**config.mk**
```make
export PLATFORM = sky130hd
export DESIGN_NAME = osts_top
export DESIGN_NICKNAME = d
export VERILOG_FILES = /design/src/design/osts_pkg.sv /design/src/design/osts_code_check.sv /design/src/design/osts_top.sv
export SDC_FILE = /design/constraint.sdc
export NUM_CORES = 1
export LEC_CHECK = 0
export ABC_AREA = 1
export BUFFER_PORTS_ARGS = -buffer_cell sky130_fd_sc_hd__buf_2
export CORE_ASPECT_RATIO = 0.7
export CORE_MARGIN = 3
export CORE_UTILIZATION = 45
export CTS_CLUSTER_DIAMETER = 150
export DETAILED_ROUTE_END_ITERATION = 8
export HOLD_SLACK_MARGIN = 0.1
export PLACE_DENSITY = 0.74
export SKIP_CTS_REPAIR_TIMING = 1
export SYNTH_ARGS = -nofsm -noshare
export SYNTH_HDL_FRONTEND = slang
export SYNTH_HIERARCHICAL = 1
export SYNTH_SLANG_ARGS = --single-unit
```
**constraint.sdc**
```tcl
create_clock -name clk -period 7.01 [get_ports clk]
set_input_delay 0.3505 -clock clk [delete_from_list [all_inputs] [get_ports clk]]
set_output_delay 0.3505 -clock clk [all_outputs]
set_load 0.05 [all_outputs]
```
**src/design/osts_pkg.sv**
```systemverilog
// constants shared by the output terminal selector and its code checker
// assumes one 50 MHz clock and a plain register port with one-cycle read latency
package osts_pkg;
    localparam int SEL_W = 16;                   // selection setting width
    localparam int DAT_W = 16;                   // register port data width
    localparam int ADR_W = 4;                    // register port address width
    localparam int VAL_W = 16;                   // analog quantity width

    // register offsets
    localparam logic [ADR_W-1:0] ADDR_COLL_SEL  = 4'h0;
    localparam logic [ADR_W-1:0] ADDR_RELAY_SEL = 4'h1;
    localparam logic [ADR_W-1:0] ADDR_OC_HOLD   = 4'h2;
    localparam logic [ADR_W-1:0] ADDR_UC_HOLD   = 4'h3;
    localparam logic [ADR_W-1:0] ADDR_STATUS    = 4'h4;

    // reset values
    localparam logic [SEL_W-1:0] COLL_SEL_RST  = 16'h0000;
    localparam logic [SEL_W-1:0] RELAY_SEL_RST = 16'h0063;
    localparam logic [DAT_W-1:0] HOLD_RST      = 16'h0000;

    // status bit positions
    localparam int ST_COLL   = 0;
    localparam int ST_RELAY  = 1;
    localparam int ST_TRIP   = 2;
    localparam int ST_REJECT = 3;

    // code ranges and polarity split
    localparam logic [SEL_W-1:0] NEG_OFFSET = 16'h0064;  // 100
    localparam logic [SEL_W-1:0] CODE_LIMIT = 16'h00C8;  // 200
    localparam logic [SEL_W-1:0] NO_FUNC    = 16'h270F;  // 9999

    // indication codes, positive polarity form
    localparam logic [SEL_W-1:0] C_RUN    = 16'h0000;
    localparam logic [SEL_W-1:0] C_SPEED  = 16'h0001;
    localparam logic [SEL_W-1:0] C_STALL  = 16'h0003;
    localparam logic [SEL_W-1:0] C_THRESH = 16'h0004;
    localparam logic [SEL_W-1:0] C_REGEN  = 16'h0007;
    localparam logic [SEL_W-1:0] C_THERM  = 16'h0008;
    localparam logic [SEL_W-1:0] C_READY  = 16'h000B;
    localparam logic [SEL_W-1:0] C_OVERC  = 16'h000C;
    localparam logic [SEL_W-1:0] C_UNDERC = 16'h000D;
    localparam logic [SEL_W-1:0] C_FBLOW  = 16'h000E;
    localparam logic [SEL_W-1:0] C_FBHIGH = 16'h000F;
    localparam logic [SEL_W-1:0] C_LOOPDIR = 16'h0010;
    localparam logic [SEL_W-1:0] C_BLOWER = 16'h0019;
    localparam logic [SEL_W-1:0] C_HEAT   = 16'h001A;
    localparam logic [SEL_W-1:0] C_PLDEC  = 16'h002E;
    localparam logic [SEL_W-1:0] C_LOOPON = 16'h002F;
    localparam logic [SEL_W-1:0] C_RETRY  = 16'h0040;
    localparam logic [SEL_W-1:0] C_PAUSE  = 16'h0046;
    localparam logic [SEL_W-1:0] C_LIFE   = 16'h005A;
    localparam logic [SEL_W-1:0] C_FAULT3 = 16'h005B;
    localparam logic [SEL_W-1:0] C_AVGPLS = 16'h005D;
    localparam logic [SEL_W-1:0] C_MAINT  = 16'h005F;
    localparam logic [SEL_W-1:0] C_REMOTE = 16'h0060;
    localparam logic [SEL_W-1:0] C_ALARM  = 16'h0062;
    localparam logic [SEL_W-1:0] C_FAULT  = 16'h0063;

    // warning thresholds in percent of the limit
    localparam logic [7:0] PCT_FULL = 8'h64;  // 100
    localparam logic [7:0] PCT_WARN = 8'h55;  // 85

    // hold time unit and clock
    localparam int HOLD_UNIT_NS  = 1_000_000;  // hold settings count milliseconds
    localparam int CLK_PERIOD_NS = 20;
endpackage

```
**src/design/osts_code_check.sv**
```systemverilog
// checks a selection code against the permitted list of one terminal
// assumes the caller uses the result in the same cycle as the code
`timescale 1ns/1ns
module osts_code_check #(
    parameter bit IS_RELAY = 1'b0                 // relay terminal refuses the pulse code
) (
    input  wire logic [osts_pkg::SEL_W-1:0] code, // candidate selection code
    output logic                            valid // code may be stored
);
    import osts_pkg::*;

    logic [SEL_W-1:0] base;

    always_comb begin
        base  = (code >= NEG_OFFSET) ? code - NEG_OFFSET : code;
        valid = 1'b0;
        if (code == NO_FUNC) begin
            valid = 1'b1;
        end else if (code < CODE_LIMIT) begin
            case (base)
                C_RUN, C_SPEED, C_STALL, C_THRESH, C_REGEN, C_THERM,
                C_READY, C_OVERC, C_UNDERC, C_FBLOW, C_FBHIGH, C_LOOPDIR,
                C_BLOWER, C_HEAT, C_PLDEC, C_LOOPON, C_RETRY, C_PAUSE,
                C_LIFE, C_FAULT3, C_MAINT, C_REMOTE, C_ALARM, C_FAULT: begin
                    valid = 1'b1;
                end
                C_AVGPLS: begin
                    valid = !IS_RELAY;
                end
                default: begin
                    valid = 1'b0;
                end
            endcase
        end
    end
endmodule // osts_code_check

```
**src/design/osts_top.sv**
```systemverilog
// routes drive status indications to the open-collector and relay terminals
// assumes status inputs synchronous to clk and a one-cycle-latency register port
//
// Design decisions made here: the address map and strobed register access.
`timescale 1ns/1ns
module osts_top #(
    parameter int TICK_CYCLES = osts_pkg::HOLD_UNIT_NS / osts_pkg::CLK_PERIOD_NS  // per ms
) (
    input  wire logic                            clk,               // 50 MHz clock
    input  wire logic                            arst_n,            // async reset, low
    input  wire logic [osts_pkg::ADR_W-1:0]      regAddr,           // register address
    input  wire logic [osts_pkg::DAT_W-1:0]      regWrData,         // write data
    input  wire logic                            regWr,             // write strobe
    input  wire logic                            regRd,             // read strobe
    output logic      [osts_pkg::DAT_W-1:0]      regRdData,         // read data, next cycle
    input  wire logic [osts_pkg::SEL_W-1:0]      extendedDisplaySelect, // lock when nonzero
    input  wire logic                            driveOperating,    // drive in operation
    input  wire logic [osts_pkg::VAL_W-1:0]      outputFreq,        // output frequency
    input  wire logic [osts_pkg::VAL_W-1:0]      startSpeedFloor,   // starting frequency
    input  wire logic                            targetSpeedReached, // speed reached
    input  wire logic                            stallGuardActive,  // stall prevention on
    input  wire logic [osts_pkg::VAL_W-1:0]      fwdThreshold,      // forward threshold
    input  wire logic [osts_pkg::VAL_W-1:0]      revThreshold,      // reverse threshold
    input  wire logic                            reverseRotation,   // rotating in reverse
    input  wire logic [osts_pkg::VAL_W-1:0]      regenDuty,         // accumulated regen duty
    input  wire logic [osts_pkg::VAL_W-1:0]      regenDutyLimit,    // regen duty limit
    input  wire logic [osts_pkg::VAL_W-1:0]      thermalValue,      // thermal model value
    input  wire logic [osts_pkg::VAL_W-1:0]      thermalTripLevel,  // thermal trip level
    input  wire logic                            driveReadyFlag,    // drive ready
    input  wire logic                            currentAboveLimit, // current over threshold
    input  wire logic                            quantityBelowLimit, // quantity under threshold
    input  wire logic                            feedbackBelowFloor, // feedback under floor
    input  wire logic                            feedbackAboveCeiling, // feedback over ceiling
    input  wire logic                            loopForwardDirection, // loop commands forward
    input  wire logic                            blowerFault,       // cooling blower fault
    input  wire logic [osts_pkg::VAL_W-1:0]      heatsinkTemp,      // heatsink temperature
    input  wire logic [osts_pkg::VAL_W-1:0]      overheatTemp,      // overheat protection temp
    input  wire logic                            powerlossDecelStart, // decel function starts
    input  wire logic                            powerlossRelease,  // decel function released
    input  wire logic                            closedLoopActive,  // closed loop in effect
    input  wire logic                            retryActiveFlag,   // fault retry running
    input  wire logic                            loopOutputPaused,  // loop output interrupted
    input  wire logic                            lifeAlarm,         // service life alarm
    input  wire logic                            internalFault,     // circuit fault output
    input  wire logic                            currentAvgPulse,   // average current pulses
    input  wire logic                            maintenanceDue,    // maintenance timer
    input  wire logic                            remoteOutput,      // remote output bit
    input  wire logic                            alarmOutput,       // minor alarm
    input  wire logic                            faultRelaySignal,  // fault present
    output logic                                 collectorOut,      // open collector conducts
    output logic                                 relayOut,          // relay contact closed
    output logic                                 thermalTrip        // thermal trip at 100 pct
);
    import osts_pkg::*;

    localparam int TICK_W = $clog2(TICK_CYCLES + 1);
    localparam int PROD_W = VAL_W + 8;
    localparam logic [TICK_W-1:0] TICK_LAST = TICK_W'(TICK_CYCLES - 1);
    localparam int TERMS = 2;

    typedef struct packed {
        logic [SEL_W-1:0]  collSel;
        logic [SEL_W-1:0]  relaySel;
        logic [DAT_W-1:0]  ocHold;
        logic [DAT_W-1:0]  ucHold;
        logic [TICK_W-1:0] tickCnt;
        logic [DAT_W-1:0]  ocCnt;
        logic [DAT_W-1:0]  ucCnt;
        logic              ocFlag;
        logic              ucFlag;
        logic              plLatch;
        logic              rejected;
        logic [DAT_W-1:0]  rdData;
        logic              collectorOut;
        logic              relayOut;
        logic              thermalTrip;
    } osts_state_type;

    osts_state_type state;
    osts_state_type next_state;

    logic [TERMS-1:0] codeOk;
    logic             msTick;
    logic             runInd;
    logic             threshHit;
    logic             regenWarn;
    logic             thermWarn;
    logic             thermAtTrip;
    logic             heatWarn;
    logic [PROD_W-1:0] regenScaled;
    logic [PROD_W-1:0] regenBound;
    logic [PROD_W-1:0] thermScaled;
    logic [PROD_W-1:0] thermBound;
    logic [PROD_W-1:0] thermFull;
    logic [PROD_W-1:0] heatScaled;
    logic [PROD_W-1:0] heatBound;

    // one checker per terminal; the relay instance refuses the pulse code
    genvar t;
    generate
        for (t = 0; t < TERMS; t++) begin : g_check
            osts_code_check #(
                .IS_RELAY (t == 1)
            ) u_check (
                .code  (regWrData),
                .valid (codeOk[t])
            );
        end
    endgenerate

    // indication for one stored code, then polarity applied
    function automatic logic drive_terminal(input logic [SEL_W-1:0] sel,
                                            input logic [63:0]      ind);
        logic [SEL_W-1:0] base;
        logic             hit;
        base = (sel >= NEG_OFFSET) ? sel - NEG_OFFSET : sel;
        hit  = 1'b0;
        case (base)
            C_RUN:     hit = ind[0];
            C_SPEED:   hit = ind[1];
            C_STALL:   hit = ind[2];
            C_THRESH:  hit = ind[3];
            C_REGEN:   hit = ind[4];
            C_THERM:   hit = ind[5];
            C_READY:   hit = ind[6];
            C_OVERC:   hit = ind[7];
            C_UNDERC:  hit = ind[8];
            C_FBLOW:   hit = ind[9];
            C_FBHIGH:  hit = ind[10];
            C_LOOPDIR: hit = ind[11];
            C_BLOWER:  hit = ind[12];
            C_HEAT:    hit = ind[13];
            C_PLDEC:   hit = ind[14];
            C_LOOPON:  hit = ind[15];
            C_RETRY:   hit = ind[16];
            C_PAUSE:   hit = ind[17];
            C_LIFE:    hit = ind[18];
            C_FAULT3:  hit = ind[19];
            C_AVGPLS:  hit = ind[20];
            C_MAINT:   hit = ind[21];
            C_REMOTE:  hit = ind[22];
            C_ALARM:   hit = ind[23];
            C_FAULT:   hit = ind[24];
            default:   hit = 1'b0;
        endcase
        // no-function code never conducts
        if (sel == NO_FUNC) begin
            drive_terminal = 1'b0;
        end else if (sel >= NEG_OFFSET) begin
            drive_terminal = !hit;
        end else begin
            drive_terminal = hit;
        end
    endfunction

    logic [63:0] ind;

    always_comb begin
        msTick      = (state.tickCnt == TICK_LAST);
        runInd      = driveOperating && (outputFreq >= startSpeedFloor);
        threshHit   = reverseRotation ? (outputFreq >= revThreshold)
                                      : (outputFreq >= fwdThreshold);
        // products scaled so the compare is exact without division
        regenScaled = PROD_W'(regenDuty) * PROD_W'(PCT_FULL);
        regenBound  = PROD_W'(regenDutyLimit) * PROD_W'(PCT_WARN);
        regenWarn   = (regenScaled >= regenBound);
        thermScaled = PROD_W'(thermalValue) * PROD_W'(PCT_FULL);
        thermBound  = PROD_W'(thermalTripLevel) * PROD_W'(PCT_WARN);
        thermFull   = PROD_W'(thermalTripLevel) * PROD_W'(PCT_FULL);
        thermWarn   = (thermScaled >= thermBound);
        thermAtTrip = (thermScaled >= thermFull);
        heatScaled  = PROD_W'(heatsinkTemp) * PROD_W'(PCT_FULL);
        heatBound   = PROD_W'(overheatTemp) * PROD_W'(PCT_WARN);
        heatWarn    = (heatScaled >= heatBound);
        ind         = '0;
        ind[0]      = runInd;
        ind[1]      = targetSpeedReached;
        ind[2]      = stallGuardActive;
        ind[3]      = threshHit;
        ind[4]      = regenWarn;
        ind[5]      = thermWarn;
        ind[6]      = driveReadyFlag;
        ind[7]      = state.ocFlag;
        ind[8]      = state.ucFlag;
        ind[9]      = feedbackBelowFloor;
        ind[10]     = feedbackAboveCeiling;
        ind[11]     = loopForwardDirection;
        ind[12]     = blowerFault;
        ind[13]     = heatWarn;
        ind[14]     = state.plLatch;
        ind[15]     = closedLoopActive;
        ind[16]     = retryActiveFlag;
        ind[17]     = loopOutputPaused;
        ind[18]     = lifeAlarm;
        ind[19]     = internalFault;
        ind[20]     = currentAvgPulse;
        ind[21]     = maintenanceDue;
        ind[22]     = remoteOutput;
        ind[23]     = alarmOutput;
        ind[24]     = faultRelaySignal;
    end

    always_comb begin
        next_state         = state;
        next_state.tickCnt = msTick ? '0 : state.tickCnt + TICK_W'(1);

        // hold filters count whole milliseconds; a drop restarts them
        if (!currentAboveLimit) begin
            next_state.ocCnt  = '0;
            next_state.ocFlag = 1'b0;
        end else if (msTick) begin
            if (state.ocCnt > state.ocHold) begin
                next_state.ocFlag = 1'b1;
            end else begin
                next_state.ocCnt = state.ocCnt + DAT_W'(1);
            end
        end
        if (!quantityBelowLimit) begin
            next_state.ucCnt  = '0;
            next_state.ucFlag = 1'b0;
        end else if (msTick) begin
            if (state.ucCnt > state.ucHold) begin
                next_state.ucFlag = 1'b1;
            end else begin
                next_state.ucCnt = state.ucCnt + DAT_W'(1);
            end
        end

        // start wins over release arriving in the same cycle
        if (powerlossDecelStart) begin
            next_state.plLatch = 1'b1;
        end else if (powerlossRelease) begin
            next_state.plLatch = 1'b0;
        end

        if (regWr) begin
            if (regAddr == ADDR_COLL_SEL) begin
                if (extendedDisplaySelect == '0 && codeOk[0]) begin
                    next_state.collSel  = regWrData;
                    next_state.rejected = 1'b0;
                end else begin
                    next_state.rejected = 1'b1;
                end
            end else if (regAddr == ADDR_RELAY_SEL) begin
                if (extendedDisplaySelect == '0 && codeOk[1]) begin
                    next_state.relaySel = regWrData;
                    next_state.rejected = 1'b0;
                end else begin
                    next_state.rejected = 1'b1;
                end
            end else if (regAddr == ADDR_OC_HOLD) begin
                next_state.ocHold = regWrData;
            end else if (regAddr == ADDR_UC_HOLD) begin
                next_state.ucHold = regWrData;
            end
        end

        next_state.rdData = '0;
        if (regRd) begin
            if (regAddr == ADDR_COLL_SEL) begin
                next_state.rdData = state.collSel;
            end else if (regAddr == ADDR_RELAY_SEL) begin
                next_state.rdData = state.relaySel;
            end else if (regAddr == ADDR_OC_HOLD) begin
                next_state.rdData = state.ocHold;
            end else if (regAddr == ADDR_UC_HOLD) begin
                next_state.rdData = state.ucHold;
            end else if (regAddr == ADDR_STATUS) begin
                next_state.rdData[ST_COLL]   = state.collectorOut;
                next_state.rdData[ST_RELAY]  = state.relayOut;
                next_state.rdData[ST_TRIP]   = state.thermalTrip;
                next_state.rdData[ST_REJECT] = state.rejected;
            end
        end

        next_state.collectorOut = drive_terminal(state.collSel, ind);
        next_state.relayOut     = drive_terminal(state.relaySel, ind);
        next_state.thermalTrip  = thermAtTrip;
    end

    always_ff @(posedge clk or negedge arst_n) begin
        if (!arst_n) begin
            state          <= '0;
            state.collSel  <= COLL_SEL_RST;
            state.relaySel <= RELAY_SEL_RST;
            state.ocHold   <= HOLD_RST;
            state.ucHold   <= HOLD_RST;
        end else begin
            state <= next_state;
        end
    end

    assign regRdData    = state.rdData;
    assign collectorOut = state.collectorOut;
    assign relayOut     = state.relayOut;
    assign thermalTrip  = state.thermalTrip;
endmodule // osts_top

```
**Word level (Yosys, flattened, before mapping)**

Cells that the tools add are included.

- Register bits: 135
- Bits of input ports: 223
- Logic and storage cells: 195

- Add/subtract/negate cells: 6
- Multiply operators: 7
- Order comparisons: 13
- Equality and inequality tests: 86
- Muxes and demuxes: 42
- Bitwise logic cells: 3
- Reductions and logical operators: 23

Operators with widths:

| cell | count |
|---|---|
| == test 16 x 7 -> 1 bit (second input constant) | 27 |
| == test 16 x 4 -> 1 bit (second input constant) | 18 |
| two-way mux 16 bit | 14 |
| == test 16 x 5 -> 1 bit (second input constant) | 9 |
| == test 16 x 3 -> 1 bit (second input constant) | 6 |
| == test 16 x 6 -> 1 bit (second input constant) | 6 |
| >= comparator 23 bit | 4 |
| multiplier 16 x 5 -> 21 bit (second input constant) | 4 |
| multiplier 16 x 7 -> 23 bit (second input constant) | 3 |
| logical NOT 16 bit | 4 |
| case mux 1 bit (25 select lines) | 2 |
| adder 16 x 1 -> 16 bit (second input constant) | 3 |
| == test 16 x 1 -> 1 bit (second input constant) | 3 |
| == test 16 x 14 -> 1 bit (second input constant) | 3 |
| == test 16 x 2 -> 1 bit (second input constant) | 3 |
| >= comparator 16 bit | 3 |
| >= comparator 16 x 7 -> 1 bit (second input constant) | 3 |
| subtractor 16 x 7 -> 16 bit (second input constant) | 3 |
| > comparator 16 bit | 2 |
| OR reduction 25 bit | 1 |
| OR reduction 24 bit | 1 |
| two-way mux 1 bit | 23 |
| == test 16 bit (second input constant) | 1 |
| less-than comparator 16 x 8 -> 1 bit (second input constant) | 1 |
| other kinds (16) | 33 |

**Longest topological paths before layout**

Gate-level depths: netlist of run 1.

- Word-level depth: 11
- Depth in mapped cells: 37
- Gate-level depth less buffers: 37

**By module**

Netlist of run 1, hierarchy kept.

Modules (own cells, without submodules):

| module | instances | cells an instance | area an instance (um^2) |
|---|---|---|---|
| osts_top | 1 | 3242 | 24317.1 |
| osts_code_check (g_check[0].u_check) | 1 | 141 | 703.2 |
| osts_code_check (g_check[1].u_check) | 1 | 110 | 591.8 |

**Worst setup path before layout of run 1**

OpenSTA, ideal clock, no wires.

- Path type: input to register
- From: input port thermalTripLevel[1] (netlist bit)
- To: register state (netlist bit relayOut)
- Setup time: 0.119 ns
- Arrival time: 5.114 ns
- Setup slack: 1.777 ns
- Cell stages on the path: 35
- Path buffers: 0
- Cell sequence: ha_1 > inv_1 > fa_1 > inv_1 > ha_1 > inv_1 > fa_1 > inv_1 > ha_1 > inv_2 > nor3_1 > nand2_1 > nand3_1 > nand2_1 > nand2_1 > nand2_1 > nand2_1 > a21boi_1 > o21ai_0 > a21boi_1 > o21ai_0 > xnor2_1 > ha_1 > a21oi_1 > o21ai_0 > nor2_1 > nand4_1 > nand3_1 > nand2_1 > nor2_1 > nand2_1 > nor2_1 > nand3_1 > nand2_1 > nor2_1

RTL lines:

| what | line | text |
|---|---|---|
| from (decl) | osts_top.sv:28 | `input wire logic [osts_pkg::VAL_W-1:0] thermalTripLevel,` |
| to (signal assigned) | osts_top.sv:289 | `state <= next_state;` |
| to (decl) | osts_top.sv:79 | `osts_state_type state;` |

==> summary.md, run 1 <==
| Metric | Value |
|---|---|
| Fill cells | between 5000 and 6000 |
| Pint | about 3.1 mW |
| Status | completed |
| Cell Area, Synth | 0.0256 mm^2 |
| Clk sinks | about 140 |
| Final Critical Period | 5.73 ns |
| Sw power | between 2 and 3 mW |
| Setup violations, final | 0 |
| Drt first-iter violations | between 1500 and 2000 |
| Crit Path Class | input port to register |
| Top-area cell type share of the netlist area | between 20% and 30% |
| TritonRoute pass-1 iters | 6 |
| Post-synthesis cell count | approximately 3500 |
| Die area | ~0.060 mm^2 |
| Crit path required time | approximately 7.3 ns |
| Setup TNS | 0 ns |
| Initial antenna violation count | 14 |
| Switching part of the total | roughly half |
| CP Max Fanout | 4 |
| Crit. End Element | register |
| FF+latch count, synth | roughly 140 |
| Vias in the first global route | ~21000 |
| Hold Path Class | input port to register |
| Clock Pin Slew Worst Setup and Hold Paths | about 0.06 ns |
| FF-to-FF Start | state[106] |
| Syn_nets | between 4000 and 5000 |
| Post-DP HPWL | between 50000 and 60000 um |
| Die Width | 291 um |
| Top-count cell post-synth | inv_1 |
| Synth cell types | 56 |
| DR vias | between 20000 and 25000 |
| Placed inst area | roughly 0.027 mm^2 |
| First-pass GRT wire length | 107000 um |
| Row Count | 72 |
| Die H | about 210 um |
| Avg Vias per Cell | between 5 and 6 |
| Gr usage total | between 20% and 30% |
| Largest net degree at the start of global routing | 87 |
| Worst-margin pin slew | between 1 and 1.5 ns |
| H-Tree Level Count | 4 |
| Total power | roughly 6.0 mW |
| Largest area contributor in the netlist | ha_1 |
| Arrival time worst endpoint | just over 6 ns |
| Worst-Skew Late Latency | between 0.4 and 0.5 ns |
| Nature of the critical path startpoint | input port |
| FF/Latch Area | about 0.0034 mm^2 |
| Final WS setup | between 1 and 1.5 ns |
| Relative slew slack | about a fifth |
| CTS tree | built |
| GP Congestion | 0.923 |
| Avg Cell Area, Syn | about 7.3 um^2 |
| Ys Warns | 6 |
| Post-route cell area | 0.0281 mm^2 |
| List of most frequent post-synthesis cells | 737 x inv_1, 583 x nand2_1, 558 x ha_1 |
| Clk pwr share | between 10 and 15% |
| DRC | 0 |
| Post-DRT Antenna Nets | 0 |
| Share of layout cells above drive strength 1 | between 10% and 20% |
| Seq pwr share | 14.8% |
| Fmax | about 0.17 GHz |
| Root Driver | clkbuf_16 |
| CTS Buf Count | 17 |
| RSZ-0062 raised after global routing | no |
| Hold Fails Final Rpt | 0 |
| Leak | approximately 16 nW |
| Peak supply drop | roughly 190 uV |
| Sequential area share after synthesis | a little over an eighth |
| CP Launch Point | overheatTemp[3] |
| I/O pins | between 200 and 250 |
| CP most frequent cell | nand2_1 |
| Ys flop type | dfrtp_1 |
| Critical path's slowest cell | fa_1 |
| Total gr overflow | 0 |
| Detailed-route wire length | approximately 66000 um |
| Comb power frac | around 70% |
| Multi-input gate area | between 0.015 and 0.02 mm^2 |
| Initial core utilization | roughly 46% |
| WL per Instance | around 15 um |
| Period utilization | roughly four fifths |
| Skew final | about 0.0090 ns |
| Place WS | 0.837 ns |
| Port buffer count | approximately 240 |
| Top cells by area, synth | ha_1 27%, dfrtp_1 13%, inv_1 11% |
| Max clock buf depth | 2 |
| Core area | 0.0558 mm^2 |
| CP peak stage delay | 0.50 ns |
| Worst hold start | powerlossRelease |
| Power Density | ~210 mW/mm^2 |
| Final #Nets | around 4600 |
| Post-synth ARST share | 100% |
| Max-slew violation count | 0 |
| Max Cap Violations | 0 |
| Area growth syn-to-layout | 9.67% |
| Number of flops mapped to enable cells by yosys | 0 |
[power groups by stage]
| stage | logic (mW) | clock network [mW] | registers, mW |
|---|---|---|---|
| 2_1_floorplan | 3.15 | 0 | 0.886 |
| 3_5_place_dp | 4.17 | 0 | 0.895 |
| 6_report | 4.20 | 0.889 | 0.885 |
| 5_1_grt | 4.89 | 0.933 | 0.889 |
| 3_3_place_gp | 4.06 | 0 | 0.895 |
| 4_1_cts | 4.20 | 0.901 | 0.881 |
[sequential cells by signal (all words and copies together) (netlist names)]
signal	cells
collectorOut	1
relayOut	1
state	113
thermalTrip	1
ind	3
regRdData	16
[routing by layer]
layer / track usage (%) / up-vias / part of all wire (%)
li1: - / 11800 / -
met4: 2.51 / 16 / 0.61
met1: 32.8 / 10400 / 50
met5: 0 / - / 0.16
met3: 4.23 / 47 / 8.0
met2: 32.3 / 666 / 41
[path summary, 6_finish.rpt]
kind,endpoint,slack (ns),cells past startpoint
min reg2reg,state[70],0.47,1
min,ind[14],0.11,2
max in group asynchronous,state[76],5.27,3
max reg2reg,relayOut,4.00,19
min in group asynchronous,state[46],0.58,2
max,collectorOut,1.28,34
[worst max-delay path, delay by kind of cell]
kind | cells | cell delay (ns)
AND/OR/NAND/NOR | 13 | 1.62
buffers and inverters | 6 | 0.44
XOR/XNOR | 1 | 0.17
AO/OA/AOI/OAI | 8 | 1.25
adder cells (fa/ha/maj) | 6 | 2.19
[layout by cell type, fill, tap and decap left out, types with 67 or more instances in the layout]
cell / n
xor2_1: 95
fa_1: 116
a21oi_1: 205
o21ai_0: 157
buf_2: 240
inv_1: 737
nand4_1: 67
nand3_1: 179
ha_1: 558
nor2_1: 228
nand2_1: 583
dfrtp_1: 131
[final cells by class]
| class | instances | share of cell area, % |
|---|---|---|
| Multi-Input combinational cell | 2553 | 67.9 |
| Tap cell | 740 | 3.30 |
| Inverter | 755 | 10.1 |
| Clock buffer | 19 | 1.54 |
| Clock inverter | 13 | 0.526 |
| Antenna cell | 8 | 0.0713 |
| Timing Repair Buffer | 247 | 4.49 |
| Sequential cell | 135 | 12.0 |
[per-stage QoR]
stage                     util, %  std cells  hold WS (ns)
after floorplan                 -       3493        0.0549
after global placement       49.3       4429         0.459
after detailed placement     49.3       4429         0.457
after CTS                    50.3       4461        0.0270
after global routing         50.4       4466         0.114
final                        50.4       4470         0.114
[cells by family (layout without fill, tap and decap cells)]
kind of cell / Yosys count / in the layout / synth area share [%]
flip-flops: 135 / 135 / 13.2
XOR/XNOR: 150 / 150 / 5.13
multiplexers: 1 / 1 / 0.0440
AND/OR/NAND/NOR: 1221 / 1221 / 21.5
buffers and inverters: 805 / 1034 / 12.3
other: 0 / 8 / 0
AO/OA/AOI/OAI: 507 / 507 / 11.5
adder cells (fa/ha/maj): 674 / 674 / 36.3
Power figures use the tool's default switching activity.
==> inputs of run 2 (changes only) <==
- ABC_AREA: 1 -> 0
- clock period: 7.01 -> 5.7 ns (I/O delays scaled with it)
==> summary.md, run 2 <==
| Metric | Value |
|---|---|
| Max-slew violation count | 0 (unchanged) |
| Final WS setup | -0.166 ns (was 1.28 ns) |
| Crit path required time | 6.04 ns (was 7.32 ns) |
| Total power | 8.09 mW (was 5.98 mW) |
| Die Width | 287 um (was 291 um) |
| Relative slew slack | 29.4% (was 21.3%) |
| Skew final | 0.00957 ns (was 0.00904 ns) |
| RSZ-0062 raised after global routing | yes (was no) |
| Hold Path Class | input port to register (unchanged) |
| Post-synthesis cell count | 2925 (was 3493) |
| Top cells by area, synth | ha_1 28%, dfrtp_1 13%, fa_1 9.4% (was ha_1 27%, dfrtp_1 13%, inv_1 11%) |
| WL per Instance | 16.5 um (was 14.7 um) |
| Core area | 0.0541 mm^2 (was 0.0558 mm^2) |
| Status | complete, but fails checks (was completed) |
| Top-count cell post-synth | ha_1 (was inv_1) |
| Final #Nets | 4126 (was 4606) |
| Worst hold start | powerlossRelease (unchanged) |
| CTS Buf Count | 17 (unchanged) |
| Crit Path Class | input port to register (unchanged) |
| Sequential area share after synthesis | 13.6% (was 13.2%) |
| Detailed-route wire length | 65500 um (was 65800 um) |
| Most common cell after layout, fill and taps aside | ha_1 (was inv_1) |
| CP Max Fanout | 3 (was 4) |
| Min-Delay Path Depth | 3 (was 2) |
| Fmax | between 0.15 and 0.2 GHz |
| Max reg flops | 113 (unchanged) |
| R2r worst-path depth | 13 (was 19) |
| Post-DP HPWL | 53500 um (was 56200 um) |
| First-pass GRT wire length | 105000 um (was 107000 um) |
| Avg Vias per Cell | 5.48 (was 5.14) |
| Nature of the critical path startpoint | input port (unchanged) |
| Final core utilization | 52.7% (was 50.4%) |
| Power Density | 284 mW/mm^2 (was 213 mW/mm^2) |
| Worst-Skew Late Latency | 0.42 ns (about the same) |
| Hold Fails Final Rpt | 0 (unchanged) |
| Crit. End Element | register (unchanged) |
| Post-synth ARST share | 100% (unchanged) |
| Clock Pin Slew Worst Setup and Hold Paths | 0.07 ns (was 0.06 ns) |
| Placed inst area | 0.0275 mm^2 (about the same) |
| Arrival time worst endpoint | 6.20 ns (was 6.04 ns) |
| Vias in the first global route | 20400 (was 21200) |
| Share of layout cells above drive strength 1 | 16.8% (was 10.6%) |
| Flop-to-flop setup slack | 1.67 ns (was 4.00 ns) |
| Die H | 202 um (was 206 um) |
| Ys flop type | dfrtp_1 (unchanged) |
| Die area | 0.0580 mm^2 (was 0.0599 mm^2) |
| FF+latch count, synth | 135 (unchanged) |
| CTS tree | built (unchanged) |
| Synth cell types | 99 (was 56) |
| Max Cap Violations | 0 (unchanged) |
| Most flop-heavy register | state (unchanged) |
| List of most frequent post-synthesis cells | 558 x ha_1, 489 x inv_1, 157 x nand2_1 (was 737 x inv_1, 583 x nand2_1, 558 x ha_1) |
| DRC | 0 (unchanged) |
| Period utilization | 103% |
| Violated checks | setup timing |
| Avg Cell Area, Syn | 8.47 um^2 (was 7.33 um^2) |
| Ys Warns | 6 (unchanged) |
| Number of flops mapped to enable cells by yosys | 0 (unchanged) |
| Setup TNS | -0.166 ns (was 0 ns) |
| Setup violations, final | 1 (was 0) |
| DR vias | 21800 (was 23000) |
| Worst Hold End | ind[14] (unchanged) |
| Critical path's slowest cell | fa_1 (unchanged) |
| I/O pins | 242 (unchanged) |
| H-Tree Level Count | 4 (unchanged) |
| GP Congestion | 0.908 (was 0.923) |
| Drt first-iter violations | 1710 (was 1829) |
| Area growth syn-to-layout | 15.1% (was 9.67%) |
| Port buffer count | 241 (unchanged) |
| Largest net degree at the start of global routing | 76 (was 87) |
| Largest area contributor in the netlist | ha_1 (unchanged) |
| Initial antenna violation count | 9 (was 14) |
| Worst-margin pin slew | 1.06 ns (was 1.18 ns) |
| Leak | 15.0 nW (was 15.9 nW) |
| Peak supply drop | 205 uV (was 194 uV) |
| Total gr overflow | 0 (unchanged) |
| CP peak stage delay | 0.48 ns (was 0.50 ns) |
| Final Critical Period | slightly below 6 ns |
| TritonRoute pass-1 iters | 5 (was 6) |
| Post-route cell area | 0.0285 mm^2 (was 0.0281 mm^2) |
| Gr usage total | 21.8% (was 21.6%) |
| Top-area cell type share of the netlist area | 28.2% (was 27.3%) |
| Clk sinks | 135 (unchanged) |
| Post-DRT Antenna Nets | 0 (unchanged) |
| FF-to-FF Start | state[121] (was state[106]) |
| Commonest cells after routing, fill and taps aside | 541 x ha_1, 483 x inv_1, 238 x buf_2 (was 737 x inv_1, 583 x nand2_1, 558 x ha_1) |
| Row Count | 71 (was 72) |
| Hold Worst Slack | 0.199 ns (was 0.114 ns) |
| Root Driver | clkbuf_16 (unchanged) |
| Max clock buf depth | 2 (unchanged) |
| Syn_nets | 3822 (was 4390) |
| Initial core utilization | 45.8% (was 45.9%) |
| Cell Area, Synth | 0.0248 mm^2 (was 0.0256 mm^2) |
| FF-to-FF End | collectorOut (was relayOut) |
run 2: changes by cell type in the layout (fill, tap and decap cells not counted), sizes merged, moves of 68 or more:
| cell | before | now |
|---|---|---|
| nor2 | 257 | 147 |
| nand3 | 188 | 85 |
| nand2 | 628 | 159 |
| inv | 758 | 489 |
| buf | 246 | 359 |
| a21oi | 210 | 142 |
run 2: worst max-delay path by stage:
stage                 startpoint      endpoint  slack, ns  depth (start not counted)
2_1_floorplan    overheatTemp[1]  collectorOut       0.01                         30
5_1_grt        regenDutyLimit[2]  collectorOut      -0.41                         29
6_report       regenDutyLimit[2]  collectorOut      -0.17                         29
4_1_cts        regenDutyLimit[1]  collectorOut      -0.37                         32
3_5_place_dp   regenDutyLimit[1]  collectorOut      -0.80                         32
3_3_place_gp   regenDutyLimit[1]  collectorOut      -0.70                         32
run 2: layout make-up:
cell class              count  area (um^2)
diodes                      1         2.50
multi-input cells        2225        19700
clock inverters            13          158
flip-flops and latches    135         3380
well taps                 730          913
clock buffers              19          433
repair buffers            361         2150
fillers                  5019        25600
inverters                 489         1840
run 2: kinds of logic after synthesis:
kind of cell / count (synthesis) / share of synthesized area (%)
fa+ha+maj: 674 / 37.5
compound gates: 563 / 15.0
simple gates: 750 / 15.9
buf+inv: 565 / 8.88
flops: 135 / 13.6
mux: 81 / 3.48
xor+xnor: 157 / 5.55
run 2: worst max-delay path: cells and delay by family:
kind                       cells  cell delay (ns)
adders and majority gates      6             2.02
buffers and inverters          5             0.56
AOI/OAI and AO/OA             12             2.30
and+or+nand+nor                4             0.76
xor gates and xnor gates       2             0.27
run 2: power by group:
group	total (mW)	internal (mW)	switching (mW)
sequential	1.08	1.02	0.0629
combinational	5.89	2.76	3.14
clock	1.12	0.685	0.430
run 2: through the flow:
stage / worst slack [ns] / std cells
2_1_floorplan: 0.00957 / 2925
3_3_place_gp: -0.700 / 3932
3_5_place_dp: -0.802 / 3932
4_1_cts: -0.373 / 3964
5_1_grt: -0.409 / 3973
6_report: -0.166 / 3973
run 2: routing by layer:
layer  global-route usage (%)  up-vias  part of all wire (%)
met3                     4.11       70                   7.0
met5                        0        -                  0.14
met4                     3.05       14                   1.1
met2                     31.9      669                    42
li1                         -    10800                     -
met1                     33.6    10200                    50
